$ cat config.mk
export PLATFORM = sky130hd
export DESIGN_NAME = wdp_watchdog
export DESIGN_NICKNAME = d
export VERILOG_FILES = /design/src/wdp_pkg.sv /design/src/wdp_prescaler.sv /design/src/wdp_watchdog.sv
export SDC_FILE = /design/constraint.sdc
export NUM_CORES = 1
export LEC_CHECK = 0
export ABC_AREA = 1
export BUFFER_PORTS_ARGS = -buffer_cell sky130_fd_sc_hd__buf_2
export CORE_UTILIZATION = 47
export CTS_CLUSTER_DIAMETER = 50
export DETAILED_ROUTE_END_ITERATION = 8
export PLACE_DENSITY_LB_ADDON = 0.25
export SLEW_MARGIN = 10
export SYNTH_ARGS = -nofsm -noshare
export SYNTH_HDL_FRONTEND = slang
export SYNTH_SLANG_ARGS = --single-unit
$ cat constraint.sdc
create_clock -name core_clk -period 1.85 [get_ports core_clk]
set_input_delay 0.37 -clock core_clk [delete_from_list [all_inputs] [get_ports core_clk]]
set_output_delay 0.37 -clock core_clk [all_outputs]
set_load 0.05 [all_outputs]
$ cat src/wdp_pkg.sv
// constants shared by the watchdog and periodic interrupt block
package wdp_pkg;

  // ----------------------------------------------------------------
  // clocking
  // ----------------------------------------------------------------
  localparam int unsigned CORE_CLK_HZ     = 200_000_000;
  localparam int unsigned DOG_CLK_HZ      = 16_384;
  // one dog clock period in core cycles, rounded down
  localparam int unsigned DOG_TICK_CYCLES = CORE_CLK_HZ / DOG_CLK_HZ;

  // ----------------------------------------------------------------
  // register byte addresses
  // ----------------------------------------------------------------
  localparam logic [15:0] ADDR_PERIODIC_COUNTER = 16'h7021;
  localparam logic [15:0] ADDR_DOG_COUNTER      = 16'h7023;
  localparam logic [15:0] ADDR_DOG_KEY          = 16'h7025;
  localparam logic [15:0] ADDR_PERIODIC_CTRL    = 16'h7027;
  localparam logic [15:0] ADDR_DOG_CTRL         = 16'h7029;

  // ----------------------------------------------------------------
  // field positions
  // ----------------------------------------------------------------
  localparam int unsigned BIT_FLAG      = 7;
  localparam int unsigned BIT_ENABLE    = 6;
  localparam int unsigned BIT_DISABLE   = 6;
  localparam int unsigned CHECK_HI      = 5;
  localparam int unsigned CHECK_LO      = 3;
  localparam int unsigned SEL_HI        = 2;
  localparam logic [2:0]  CHECK_PATTERN = 3'h5;

  // ----------------------------------------------------------------
  // key values and counter geometry
  // ----------------------------------------------------------------
  localparam logic [7:0]  KEY_ARM       = 8'h55;
  localparam logic [7:0]  KEY_SERVICE   = 8'hAA;
  localparam int unsigned PRESCALE_W    = 7;
  localparam int unsigned PCOUNT_W      = 8;
  localparam int unsigned CHAIN_W       = PRESCALE_W + PCOUNT_W;
  localparam logic [7:0]  RESET_VALUE   = 8'h00;

  // periodic taps as log2 of the dog clock divider: 4 .. 16384
  localparam logic [3:0] PTAP_LOG2 [8] = '{4'h2, 4'h4, 4'h6, 4'h7,
                                           4'h8, 4'h9, 4'hB, 4'hE};
  // watchdog taps as log2 of the divider: 1,1,2,4 .. 64
  localparam logic [3:0] DTAP_LOG2 [8] = '{4'h0, 4'h0, 4'h1, 4'h2,
                                           4'h3, 4'h4, 4'h5, 4'h6};

endpackage : wdp_pkg

$ cat src/wdp_prescaler.sv
// dog clock enable divider and free-running prescaler
`timescale 1ns/1ps
module wdp_prescaler #(
  parameter int unsigned TICK_CYCLES = wdp_pkg::DOG_TICK_CYCLES
) (
  // clock and reset
  input  wire logic                          core_clk,
  input  wire logic                          rstn,
  // dog clock enable and prescaler value
  output logic                               dog_tick,
  output logic [wdp_pkg::PRESCALE_W-1:0]     prescale
);

  // ----------------------------------------------------------------
  // dog clock divider
  // ----------------------------------------------------------------
  logic [15:0] div_count;
  wire         div_wrap = (div_count == 16'(TICK_CYCLES - 1));

  always_ff @(posedge core_clk) begin
    if (!rstn) begin
      div_count <= 16'h0000;
      dog_tick  <= 1'b0;
    end else begin
      div_count <= div_wrap ? 16'h0000 : div_count + 16'h0001;
      dog_tick  <= div_wrap;
    end
  end

  // ----------------------------------------------------------------
  // prescaler: never cleared by software, only by reset
  // ----------------------------------------------------------------
  always_ff @(posedge core_clk) begin
    if (!rstn) begin
      prescale <= '0;
    end else if (dog_tick) begin
      prescale <= prescale + 1'b1;
    end
  end

endmodule : wdp_prescaler

$ cat src/wdp_watchdog.sv
// watchdog timer and periodic interrupt control, top level
// Operation
// - overflow sets periodic flag; writing 0 clears
// - flag clear unneeded; setting flag never interrupts
// - enabled: request interrupt on each tap overflow
// - enable write 0 cancels pending, blocks future
// - exactly one request per overflow leading edge
// - taps from prescaler, slow ones via counter
// - periodic control bits 5-3 ignore writes, read 0
// - periodic select picks divider 4 .. 16384
// - nominal dog clock gives 244us to 1s
// - control writes need 101 check, else reset
// - watchdog check bits always read zero
// - flag set only by watchdog-caused reset
// - disable bit works only while unlock set
// - watchdog select picks divider 1 .. 64
// - 257 tap clocks before overflow reset
// - prescaler not cleared, timeout up to 1/256 longer
// - timeouts 15.63 ms up to 1.0 s
// - 55h then AAh clears counter; others reset
// - one extra tap clock after overflow, then reset
//
// Implementation choice: the address-and-strobe port.
`timescale 1ns/1ps
module wdp_watchdog #(
  parameter int unsigned TICK_CYCLES = wdp_pkg::DOG_TICK_CYCLES
) (
  // clock and resets
  input  wire logic        core_clk,
  input  wire logic        rstn,
  input  wire logic        pwr_on_rstn,
  // register port
  input  wire logic [15:0] addr,
  input  wire logic [7:0]  wr_data,
  input  wire logic        wr_en,
  input  wire logic        rd_en,
  output logic      [7:0]  rd_data,
  // system control
  input  wire logic        high_supply_unlock,
  input  wire logic        periodic_irq_ack,
  output logic             periodic_irq_req,
  output logic             dog_sys_reset
);

  // ----------------------------------------------------------------
  // state
  // ----------------------------------------------------------------
  logic                              dog_tick;
  logic [wdp_pkg::PRESCALE_W-1:0]    prescale;
  logic [wdp_pkg::PCOUNT_W-1:0]      periodic_counter;
  logic                              periodic_overflow_flag;
  logic                              periodic_irq_enable;
  logic [2:0]                        periodic_tap_select;
  logic [7:0]                        dog_counter;
  logic                              dog_ovf_pending;
  logic                              dog_key_armed;
  logic                              dog_reset_flag;
  logic                              dog_disable;
  logic [2:0]                        dog_tap_select;

  // tick period fixes the nominal dog clock
  wdp_prescaler #(
    .TICK_CYCLES (TICK_CYCLES)
  ) u_prescaler (
    .core_clk (core_clk),
    .rstn     (rstn),
    .dog_tick (dog_tick),
    .prescale (prescale)
  );

  // ----------------------------------------------------------------
  // tap decoding
  // ----------------------------------------------------------------
  // true when the low 'width' bits of the chain are all ones
  function automatic logic low_ones(input logic [wdp_pkg::CHAIN_W-1:0] chain,
                                    input logic [3:0] width);
    logic [wdp_pkg::CHAIN_W-1:0] mask;
    mask = ~({wdp_pkg::CHAIN_W{1'b1}} << width);
    return &(chain | ~mask);
  endfunction : low_ones

  wire [wdp_pkg::CHAIN_W-1:0] chain = {periodic_counter, prescale};

  wire [3:0] ptap_w = wdp_pkg::PTAP_LOG2[periodic_tap_select];
  // watchdog divider select, low bit ignored for 00x
  wire [3:0] dtap_w = wdp_pkg::DTAP_LOG2[dog_tap_select];

  // slow taps reach into the periodic counter bits
  // the chain wraps once per period, so one event each
  wire periodic_evt  = dog_tick & low_ones(chain, ptap_w);
  // tap phase follows the free prescaler, not the service
  wire dog_tap       = dog_tick & low_ones(chain, dtap_w);
  wire pcount_step   = dog_tick & (&prescale);

  // disable honoured only with the unlock level
  wire dog_running   = ~(dog_disable & high_supply_unlock);

  // ----------------------------------------------------------------
  // register decode
  // ----------------------------------------------------------------
  wire wr_pcount  = wr_en & (addr == wdp_pkg::ADDR_PERIODIC_COUNTER);
  wire wr_key     = wr_en & (addr == wdp_pkg::ADDR_DOG_KEY);
  wire wr_pctrl   = wr_en & (addr == wdp_pkg::ADDR_PERIODIC_CTRL);
  wire wr_dctrl   = wr_en & (addr == wdp_pkg::ADDR_DOG_CTRL);

  wire [2:0] wr_check   = wr_data[wdp_pkg::CHECK_HI:wdp_pkg::CHECK_LO];
  wire       check_ok   = (wr_check == wdp_pkg::CHECK_PATTERN);
  wire       dctrl_ok   = wr_dctrl & check_ok;
  wire       dctrl_bad  = wr_dctrl & ~check_ok;

  wire key_arm      = wr_key & (wr_data == wdp_pkg::KEY_ARM);
  wire key_service  = wr_key & (wr_data == wdp_pkg::KEY_SERVICE);
  wire key_bad      = wr_key & ~key_arm & ~key_service;
  wire dog_kick     = key_service & dog_key_armed;

  // check bits are never stored, so they read as zero
  wire [7:0] dctrl_view = {dog_reset_flag, dog_disable, 3'b000, dog_tap_select};
  // reserved periodic bits read as zero
  wire [7:0] pctrl_view = {periodic_overflow_flag, periodic_irq_enable,
                           3'b000, periodic_tap_select};

  wire [7:0] next_rd_data =
    (addr == wdp_pkg::ADDR_PERIODIC_COUNTER) ? periodic_counter :
    (addr == wdp_pkg::ADDR_DOG_COUNTER)      ? dog_counter      :
    (addr == wdp_pkg::ADDR_DOG_KEY)          ? dctrl_view       :
    (addr == wdp_pkg::ADDR_PERIODIC_CTRL)    ? pctrl_view       :
    (addr == wdp_pkg::ADDR_DOG_CTRL)         ? dctrl_view       : 8'h00;

  always_ff @(posedge core_clk) begin
    if (!rstn) begin
      rd_data <= wdp_pkg::RESET_VALUE;
    end else begin
      rd_data <= rd_en ? next_rd_data : 8'h00;
    end
  end

  // ----------------------------------------------------------------
  // periodic counter and control
  // ----------------------------------------------------------------
  // any write clears the counter; the prescaler keeps running
  always_ff @(posedge core_clk) begin
    if (!rstn) begin
      periodic_counter <= '0;
    end else if (wr_pcount) begin
      periodic_counter <= '0;
    end else if (pcount_step) begin
      periodic_counter <= periodic_counter + 1'b1;
    end
  end

  // hardware set wins over a software clear
  wire next_pflag = periodic_evt
                  | (wr_pctrl ? wr_data[wdp_pkg::BIT_FLAG] : periodic_overflow_flag);
  wire next_pen   = wr_pctrl ? wr_data[wdp_pkg::BIT_ENABLE] : periodic_irq_enable;

  // bits 5-3 of the write are dropped
  always_ff @(posedge core_clk) begin
    if (!rstn) begin
      periodic_overflow_flag <= 1'b0;
      periodic_irq_enable    <= 1'b0;
      periodic_tap_select    <= 3'b000;
    end else begin
      periodic_overflow_flag <= next_pflag;
      periodic_irq_enable    <= next_pen;
      if (wr_pctrl) begin
        periodic_tap_select <= wr_data[wdp_pkg::SEL_HI:0];
      end
    end
  end

  // request on the overflow event, driven by the event alone
  // the flag bit itself never feeds the request
  // enable written 0 cancels and blocks
  wire next_irq = next_pen & (periodic_evt | (periodic_irq_req & ~periodic_irq_ack));

  always_ff @(posedge core_clk) begin
    if (!rstn) begin
      periodic_irq_req <= 1'b0;
    end else begin
      periodic_irq_req <= next_irq;
    end
  end

  // ----------------------------------------------------------------
  // watchdog counter and key
  // ----------------------------------------------------------------
  // 256 taps to wrap, one more tap with the wrap pending
  // the extra tap gives software a last service window
  wire ovf_fire    = dog_running & dog_tap & dog_ovf_pending & ~dog_kick;

  always_ff @(posedge core_clk) begin
    if (!rstn) begin
      dog_counter     <= 8'h00;
      dog_ovf_pending <= 1'b0;
    end else if (dog_kick) begin
      // 55h then AAh services the counter
      dog_counter     <= 8'h00;
      dog_ovf_pending <= 1'b0;
    end else if (dog_running & dog_tap & ~dog_ovf_pending) begin
      dog_counter     <= dog_counter + 8'h01;
      dog_ovf_pending <= (dog_counter == 8'hFF);
    end
  end

  // 55h may repeat; AAh without the arm is harmless
  always_ff @(posedge core_clk) begin
    if (!rstn) begin
      dog_key_armed <= 1'b0;
    end else if (key_arm) begin
      dog_key_armed <= 1'b1;
    end else if (key_service | key_bad) begin
      dog_key_armed <= 1'b0;
    end
  end

  // ----------------------------------------------------------------
  // watchdog control and reset request
  // ----------------------------------------------------------------
  // bad check pattern and bad key both reset
  wire next_sys_reset = dctrl_bad | key_bad | ovf_fire;

  always_ff @(posedge core_clk) begin
    if (!rstn) begin
      dog_sys_reset <= 1'b0;
    end else begin
      dog_sys_reset <= next_sys_reset;
    end
  end

  // a bad write changes no field
  always_ff @(posedge core_clk) begin
    if (!rstn) begin
      dog_disable    <= 1'b0;
      dog_tap_select <= 3'b000;
    end else if (dctrl_ok) begin
      dog_disable    <= wr_data[wdp_pkg::BIT_DISABLE];
      dog_tap_select <= wr_data[wdp_pkg::SEL_HI:0];
    end
  end

  // survives system reset, reset only at power-on
  // valid write of 0 clears, the watchdog set wins
  wire next_dflag = dog_sys_reset
                  | (dog_reset_flag & ~(dctrl_ok & ~wr_data[wdp_pkg::BIT_FLAG]));

  always_ff @(posedge core_clk) begin
    if (!pwr_on_rstn) begin
      dog_reset_flag <= 1'b0;
    end else begin
      dog_reset_flag <= next_dflag;
    end
  end

  // ----------------------------------------------------------------
  // assertions
  // ----------------------------------------------------------------
  AST_PFLAG_SET: assert property (@(posedge core_clk) disable iff (!rstn)
    periodic_evt |=> periodic_overflow_flag)
    else $error("overflow did not set the periodic flag");

  AST_SW_SET_NO_IRQ: assert property (@(posedge core_clk) disable iff (!rstn)
    wr_pctrl && wr_data[7] && !periodic_evt && !periodic_irq_req |=> !periodic_irq_req)
    else $error("software flag set raised an interrupt");

  AST_IRQ_ON_EVT: assert property (@(posedge core_clk) disable iff (!rstn)
    periodic_evt && next_pen |=> periodic_irq_req)
    else $error("enabled overflow gave no interrupt request");

  AST_DISABLE_CANCEL: assert property (@(posedge core_clk) disable iff (!rstn)
    wr_pctrl && !wr_data[6] |=> !periodic_irq_req ##1 !periodic_irq_req)
    else $error("disabled periodic interrupt still pending");

  AST_ONE_PER_EVT: assert property (@(posedge core_clk) disable iff (!rstn)
    periodic_evt |=> !periodic_evt [*8])
    else $error("two overflow events too close together");

  AST_PRSV_ZERO: assert property (@(posedge core_clk) disable iff (!rstn)
    rd_en && addr == wdp_pkg::ADDR_PERIODIC_CTRL |=> rd_data[5:3] == 3'b000)
    else $error("reserved periodic bits read non-zero");

  AST_CHECK_RESET: assert property (@(posedge core_clk) disable iff (!rstn)
    wr_dctrl && wr_data[5:3] != 3'b101 |=> dog_sys_reset)
    else $error("bad check pattern did not reset");

  AST_CHECK_READ_ZERO: assert property (@(posedge core_clk) disable iff (!rstn)
    rd_en && addr == wdp_pkg::ADDR_DOG_CTRL |=> rd_data[5:3] == 3'b000)
    else $error("check bits read non-zero");

  AST_FLAG_ON_RESET: assert property (@(posedge core_clk) disable iff (!pwr_on_rstn)
    dog_sys_reset |=> dog_reset_flag)
    else $error("watchdog reset did not set the flag");

  AST_DISABLED_HOLD: assert property (@(posedge core_clk) disable iff (!rstn)
    dog_disable && high_supply_unlock && !wr_en |=> $stable(dog_counter))
    else $error("disabled watchdog kept counting");

  AST_WRAP_PENDING: assert property (@(posedge core_clk) disable iff (!rstn)
    dog_running && dog_tap && dog_counter == 8'hFF && !dog_ovf_pending && !dog_kick
    |=> dog_ovf_pending && dog_counter == 8'h00)
    else $error("counter wrap did not arm the overflow");

  AST_KEY_CLEAR: assert property (@(posedge core_clk) disable iff (!rstn)
    dog_key_armed && key_service |=> dog_counter == 8'h00 && !dog_ovf_pending)
    else $error("key sequence did not clear the counter");

  AST_EXTRA_TAP: assert property (@(posedge core_clk) disable iff (!rstn)
    dog_ovf_pending && dog_running && dog_tap && !dog_kick |=> dog_sys_reset)
    else $error("pending overflow did not reset on the next tap");

  AST_ACK_DROP: assert property (@(posedge core_clk) disable iff (!rstn)
    periodic_irq_req && periodic_irq_ack && !periodic_evt |=> !periodic_irq_req)
    else $error("acknowledged request did not drop");

  AST_PEN_BLOCK: assert property (@(posedge core_clk) disable iff (!rstn)
    !periodic_irq_enable && !wr_pctrl |=> !periodic_irq_req)
    else $error("request raised while periodic interrupt disabled");

  AST_PTAP_SEL: assert property (@(posedge core_clk) disable iff (!rstn)
    periodic_evt |-> (periodic_tap_select != 3'b000 || &prescale[1:0])
                  && (periodic_tap_select != 3'b111 || &{periodic_counter[6:0], prescale}))
    else $error("periodic event off its selected divider");

  AST_DTAP_FAST: assert property (@(posedge core_clk) disable iff (!rstn)
    dog_tick && dog_tap_select[2:1] == 2'b00 |-> dog_tap)
    else $error("divider one did not tap on every dog tick");

  AST_DTAP_SLOW: assert property (@(posedge core_clk) disable iff (!rstn)
    dog_tap && dog_tap_select == 3'b111 |-> &prescale[5:0])
    else $error("divider 64 tapped off its phase");

  AST_PRESCALE_FREE: assert property (@(posedge core_clk) disable iff (!rstn)
    dog_tick |=> prescale == $past(prescale) + 7'h01)
    else $error("prescaler did not run freely");

  AST_BAD_WRITE_HOLD: assert property (@(posedge core_clk) disable iff (!rstn)
    wr_en && addr == wdp_pkg::ADDR_DOG_CTRL && wr_data[5:3] != 3'b101
    |=> $stable(dog_disable) && $stable(dog_tap_select))
    else $error("bad check pattern changed a control field");

  AST_KEY_BAD_RESET: assert property (@(posedge core_clk) disable iff (!rstn)
    wr_en && addr == wdp_pkg::ADDR_DOG_KEY && wr_data != 8'h55 && wr_data != 8'hAA
    |=> dog_sys_reset)
    else $error("bad key did not reset");

  AST_FLAG_STICKY: assert property (@(posedge core_clk) disable iff (!pwr_on_rstn)
    dog_reset_flag && !(wr_en && addr == wdp_pkg::ADDR_DOG_CTRL) |=> dog_reset_flag)
    else $error("watchdog flag lost without a clearing write");

  AST_FLAG_CLEAR: assert property (@(posedge core_clk) disable iff (!pwr_on_rstn)
    wr_en && addr == wdp_pkg::ADDR_DOG_CTRL && wr_data[5:3] == 3'b101 && !wr_data[7]
    && !dog_sys_reset |=> !dog_reset_flag)
    else $error("valid write of zero did not clear the watchdog flag");

endmodule : wdp_watchdog

# After elaboration in Yosys (flattened, before gate mapping)
# Memory sizes are Yosys's and may differ from the RTL's.
# Index checks and enable logic that the tools add are counted.
totals:
  register_bits: 62
  latch_bits: 0
  ramBits: 0
  rom_bits: 64
  inputBits: 31
  out_inout_bits: 10
  wordCells: 104
  mem_count: 2
op_classes:
  add_sub_neg: 4
  multipliers: 0
  n_div: 0
  magnitude_cmp: 2
  eq_ne: 10
  shift: 2
  n_mux: 13
  n_bitwise: 47
  reduce_logical: 8
mem_list:
  columns: ["memory", "words", "width", "read_ports", "rd_ports_with_merged_regs", "write_ports", "line_no", "source"]
  rows:
  - ["(name not given)", 8, 4, 1, 0, 0, "wdp_watchdog.sv:86", "wire [3:0] dtap_w = wdp_pkg::DTAP_LOG2[dog_tap_select];"]
  - ["(name not given)", 8, 4, 1, 0, 0, "wdp_watchdog.sv:84", "wire [3:0] ptap_w = wdp_pkg::PTAP_LOG2[periodic_tap_select];"]
op_table:
  columns: ["cell", "n"]
  rows:
  - ["$eq 16x15->1 const B", 5]
  - ["$not 15->15", 4]
  - ["$mux 8", 5]
  - ["$or 15x15->15", 2]
  - ["$reduce_and 15->1", 2]
  - ["$shl 15x4->15 const A", 2]
  - ["$and 1x1->1", 23]
  - ["$add 16x1->16 const B", 1]
  - ["$add 8x1->8 const B", 2]
  - ["$eq 16x14->1 const B", 1]
  - ["$eq 8x8->1 const B", 2]
  - ["$mux 4", 4]
  - ["$not 1->1", 10]
  - ["$eq 8x7->1 const B", 1]
  - ["$ge 4x4->1 const B", 2]
  - ["$not 3->4", 2]
  - ["$add 7x1->7 const B", 1]
  - ["$reduce_and 7->1", 1]
  - ["$or 1x1->1", 6]
  - ["$reduce_or 2->1", 3]
  - ["$mux 1", 4]
  - ["$eq 3x3->1 const B", 1]
  - ["$reduce_and 2->1", 1]
  - ["$reduce_bool 2->1", 1]

# Depth between registers and ports, before layout
logic_depth:
  depth_word: 14
  depth_mapped: 13
  ltp_nobuf: 13

# By module
# Synthesis repeated with hierarchy kept, for this count alone.
unflattened:
  hier_cells: 559
  hier_area_um2: 3758.6
modules_own_cells:
  columns: ["module", "instances", "cells_each", "area_each_um2", "seq_area_each_um2"]
  rows:
  - ["wdp_watchdog", 1, 403, 2622.5, 760.7]
  - ["wdp_prescaler", 1, 156, 1136.1, 480.5]

# Worst setup path before layout
# Ideal clock, no wire load.
synth_timing:
  path_kind: "reg-to-reg"
  start: "register dog_tap_select[0]"
  end: "register dog_sys_reset"
  setup_ps: 119
  arrival_ps: 1492
  required_ps: 1731
  path_slack_ps: 240
  stages_incl_launch_ff: 12
  path_buffers: 1
  period_less_slack_ps: 1610
  cell_sequence: "dfxtp_1 -> inv_1 -> ha_1 -> o21ai_1 -> nand2_1 -> nor2_1 -> o21ai_2 -> buf_4 -> nand2_1 -> nor2_1 -> nor2_1 -> nor2_1"
synth_via:
  elab_chain_cells: 14
synth_rtl:
  columns: ["element", "line_no", "source"]
  rows:
  - ["start: declaration", "wdp_watchdog.sv:59", "logic [2:0] dog_tap_select;"]
  - ["start signal: assignment", "wdp_watchdog.sv:237", "dog_tap_select <= wr_data[wdp_pkg::SEL_HI:0];"]
  - ["$not 3->4 (not written as such)", "wdp_watchdog.sv:86", null]
  - ["$mem_v2 8x4", null, null]
  - ["$mux 4 (not written as such) (2 in series)", "wdp_watchdog.sv:86", null]
  - ["$shl 15x4->15", "wdp_watchdog.sv:78", "mask = ~({wdp_pkg::CHAIN_W{1'b1}} << width);"]
  - ["$not 15->15", "wdp_watchdog.sv:78", null]
  - ["$not 15->15", "wdp_watchdog.sv:79", "return &(chain | ~mask);"]
  - ["$or 15x15->15", "wdp_watchdog.sv:79", null]
  - ["$reduce_and 15->1", "wdp_watchdog.sv:79", null]
  - ["$and 1x1->1", "wdp_watchdog.sv:92", "wire dog_tap = dog_tick & low_ones(chain, dtap_w);"]
  - ["$and 1x1->1 (3 in series)", "wdp_watchdog.sv:189", "wire ovf_fire = dog_running & dog_tap & dog_ovf_pending & ~dog_kick;"]
  - ["$or 1x1->1", "wdp_watchdog.sv:220", "wire next_sys_reset = dctrl_bad | key_bad | ovf_fire;"]
  - ["end signal: assignment", "wdp_watchdog.sv:226", "dog_sys_reset <= next_sys_reset;"]
  - ["end: declaration", "wdp_watchdog.sv:42", "output logic dog_sys_reset"]
# No other way between the ends. The select of a mux whose other input is x is not followed.
# A chain may end at the register's enable or synchronous reset.

# Final worst setup path
layout_timing:
  start: "register dog_tap_select[1]"
  end: "register dog_counter[4]"
layout_via:
  elab_chain_cells: 12
layout_rtl:
  columns: ["element", "line_no", "source"]
  rows:
  - ["$not 3->4 (not written as such)", "wdp_watchdog.sv:86", null]
  - ["$mem_v2 8x4", null, null]
  - ["$mux 4 (not written as such) (2 in series)", "wdp_watchdog.sv:86", null]
  - ["$shl 15x4->15", "wdp_watchdog.sv:78", null]
  - ["$not 15->15", "wdp_watchdog.sv:78", null]
  - ["$not 15->15", "wdp_watchdog.sv:79", null]
  - ["$or 15x15->15", "wdp_watchdog.sv:79", null]
  - ["$reduce_and 15->1", "wdp_watchdog.sv:79", null]
  - ["$and 1x1->1", "wdp_watchdog.sv:92", null]
  - ["$and 1x1->1 (2 in series)", "wdp_watchdog.sv:199", "end else if (dog_running & dog_tap & ~dog_ovf_pending) begin"]
  - ["end signal: assignment", "wdp_watchdog.sv:200", "dog_counter <= dog_counter + 8'h01;"]
  - ["end: declaration", "wdp_watchdog.sv:54", "logic [7:0] dog_counter;"]
# No other way between the ends. The select of a mux whose other input is x is not followed.

==> impl_metrics.csv <==
group,metric,value,unit
outcome,outcome,"finished clean",
sta,setup_violations,0,
setup_path,r2r-start,"dog_tap_select[1]$_SDFFE_PN0N_",
sta,drv_slew,0,
synthesis,syn-num-nets,565,
route,antenna_left,0,
power_and_ir_drop,ir_drop,0.4809,mV
global_route,grt_pass1_wl,13610,µm
setup_path,path_class,"flop to flop",
placed_design,gp_congestion,0.9198,
placed_design,place_area,0.003890,mm²
synthesis,yosysUniqueCellTypes,36,
final_layout,fin_area,0.004161,mm²
clock_network,cts_inserted_buffers,9,
final_layout,num-nets-final,622,
sta,hold_viol,0,
synthesis,synth.avg_cell_area,6.775,µm²
die,dieArea,0.007861,mm²
power_and_ir_drop,p_leak,1.783,nW
global_route,first_global_vias,3027,
placed_design,place_ws,-38.85,ps
die,die_h,88.66,µm
global_route,antenna_found_initial,0,
route,wl_per_cell,12.72,µm
synthesis,synth_area,0.003530,mm²
synthesis,ys_seq_elements,62,
placed_design,port_buffers,40,
power_and_ir_drop,p_per_area,616.3,mW/mm²
die,num_io_pins,41,
sta,relSlewSlack,57.30,%
synthesis,synth.area.top_cells,"dfxtp_1 35%, nand2_1 12%, inv_1 8.7%, a21oi_1 6.0%, nand3_1 5.5%",
hold_path,hold-path-cell-count,3,
synthesis,syn_inst,521,
setup_path,cp_data_required_time,2080,ps
setup_path,critPathMaxFanout,8,
setup_path,start_kind,"flop",
route,route.detailed.drc,0,
die,core-area,0.007253,mm²
clock_network,clock_sinks,62,
synthesis,seq_area_frac_synth,35.16,%
sta,fin_crit_sh,93.71,%
final_layout,drive_above_1_share,18.52,%
setup_path,worst_setup_path_end_kind,"flop",
setup_path,reg2reg_depth,10,
setup_path,startpoint,"dog_tap_select[1]$_SDFFE_PN0N_",
route,vias_per_cell,5.141,
route,drt-pass1-iter-count,5,
final_layout,synthToLayoutAreaGrowth,17.90,%
die,start_util,48.66,%
sta,setup_ws,116.4,ps
clock_network,clk_latency,340,ps
sta,fmax,576.8,MHz
die,die_w,88.66,µm
sta,rsz0062_at_grt,"no",
sta,fin_skew,9.736,ps
clock_network,tritoncts,"done",
route,initialDrtViolationCount,257,
clock_network,holdBufCountCts,0,
final_layout,diodes,0,
global_route,grt_max_degree,18,
sta,period_minus_slack,1734,ps
placed_design,dpl.hpwl,6612,µm
synthesis,synth_area_leader_cell,"dfxtp_1",
clock_network,clk_pin_slew,80,ps
route,vias,3506,
clock_network,cts-root-buf,"clkbuf_8",
sta,tightest_slew,634.6,ps
hold_path,hold_class,"primary input to flop",
setup_path,cpPeakStageDelay,360,ps
setup_path,worstPathArrival,1960,ps
run,cap_viol_max_count,0,
die,rows,31,
clock_network,cts.path.max_buffers,2,
route,totalWireLength,8672,µm
global_route,grt_usage,22.66,%
setup_path,cp_slowest_cell,"dfxtp_2",
synthesis,synth_top_cell_area_share,35.16,%
setup_path,worstPathCellList,"inv_1 > ha_4 > o21ai_4 > o21ai_1 > nand3_1 > nor2_4 > buf_4 > nand3_4 > nand2_1 > a21oi_1",
clock_network,cts_htree_levels,3,
hold_path,hold_start,"pwr_on_rstn",
synthesis,yosysWarnings,0,
global_route,grt.overflow.total,0,
worst paths after layout:
check,to,slack [ps]
max,dog_counter[4]$_SDFFE_PP0P_,120
min,dog_reset_flag$_SDFF_PN0_,240
max reg2reg,dog_counter[4]$_SDFFE_PP0P_,120
min reg2reg,u_prescaler.div_count[14]$_SDFF_PP0_,470
stage by stage:
step / TNS, ps / instances / util, % / hold slack, ps / power, W
2_1_floorplan: 0 / 521 / - / 430.1 / 0.001436
3_3_place_gp: -182.4 / 664 / 53.63 / 438.7 / 0.001492
3_5_place_dp: -43.21 / 664 / 53.63 / 462.4 / 0.001494
4_1_cts: 0 / 680 / 56.24 / 224.6 / 0.002589
5_1_grt: 0 / 682 / 57.37 / 238.5 / 0.002650
6_report: 0 / 682 / 57.37 / 236.0 / 0.002565
logic make-up after synthesis:
kind of cell | Yosys count | synth area share [%]
AOI/OAI and AO/OA | 83 | 12.90
xor gates and xnor gates | 16 | 3.970
adders and majority gates | 13 | 4.608
buffers and inverters | 94 | 10.46
DFF | 62 | 35.16
and+or+nand+nor | 253 | 32.90
layer usage:
layer / track usage [%] / vias up / wire, µm
li1: - / 1800 / -
met5: 0 / - / 0
met2: 37.13 / 97 / 4133
met4: 10.70 / 0 / 219
met3: 4.478 / 22 / 337
met1: 28.60 / 1587 / 3981
timing repair:
item	CTS	global route
cloned	0	0
buffers inserted	0	2
pin swaps	0	3
setup endpoints to repair	1	13
resized for setup	1	19
synthesized netlist by cell type:
| master | count |
|---|---|
| nand2_1 | 109 |
| inv_1 | 82 |
| dfxtp_1 | 62 |
| nor2_1 | 52 |
| a21oi_1 | 42 |
| nand3_1 | 39 |
| o21ai_0 | 23 |
| nand4_1 | 19 |
| ha_1 | 13 |
| nor3_1 | 11 |
| xor2_1 | 11 |
| inv_2 | 5 |
| nor2_2 | 5 |
| xnor2_1 | 5 |
| nor3_2 | 4 |
| nor4_1 | 4 |
| o211ai_1 | 4 |
| o21ai_2 | 4 |
| o21ai_1 | 3 |
| a31oi_1 | 2 |
| buf_4 | 2 |
| clkbuf_1 | 2 |
| nand2_2 | 2 |
| nand2_4 | 2 |
| nand3_2 | 2 |
| nor2_4 | 2 |
| a211oi_1 | 1 |
| a21oi_2 | 1 |
| buf_2 | 1 |
| buf_6 | 1 |
| clkinv_1 | 1 |
| nand3b_1 | 1 |
| o21a_1 | 1 |
| o21bai_1 | 1 |
| o22ai_1 | 1 |
| or2_2 | 1 |
area by class of cell:
class                      count  area [µm²]
fill                         715        3092
multi-input combinational    365        1982
clock buffer                  11       151.4
sequential                    62        1246
timing repair buffer          52       294.0
inverter                      88       330.3
clock inverter                 5       33.78
tap                           99       123.9
sequential cells by signal, summed over array words and instances, names as in the netlist:
signal and count:
dog_reset_flag 1, u_prescaler.dog_tick 1, dog_disable 1, u_prescaler.div_count 16, periodic_irq_req 1, dog_tap_select 3
periodic_tap_select 3, dog_sys_reset 1, dog_counter 8, dog_key_armed 1, rd_data 8, periodic_overflow_flag 1
periodic_counter 8, dog_ovf_pending 1, u_prescaler.prescale 7, periodic_irq_enable 1
critical path, delay by kind of cell, from the launching register on:
family / cells / cell delay [ps]
and+or+nand+nor: 4 / 510
adders and majority gates: 1 / 300
AOI/OAI and AO/OA: 3 / 250
DFF: 1 / 360
buffers and inverters: 2 / 220
power by group:
group	total [W]	switching [W]	internal, W
registers	0.00135	0.00000600	0.00134
logic	0.000119	0.0000757	0.0000434
clock network	0.00110	0.000544	0.000556
layout by cell type, fill, tap and decap left out, types with 2 or more instances in the layout:
master and n:
o21ai_2 4, nand3_1 39, o21ai_4 2, o21ai_0 21, buf_4 11, o21ai_1 3
nand2_1 108, xor2_1 11, clkinvlp_4 2, nor2_2 5, nor3_2 3, nor4_1 4
buf_2 40, nor2_4 3, clkinv_2 2, o211ai_1 4, nor2_1 51, a31oi_1 2
ha_1 12, a21oi_1 41, inv_2 7, nand4_1 19, nand2_2 3, clkbuf_8 11
a21oi_2 2, nor3_1 11, dfxtp_1 58, nand2_4 2, dfxtp_2 4, inv_1 80
xnor2_1 5
Note: power is estimated with default switching activity, not from simulation.
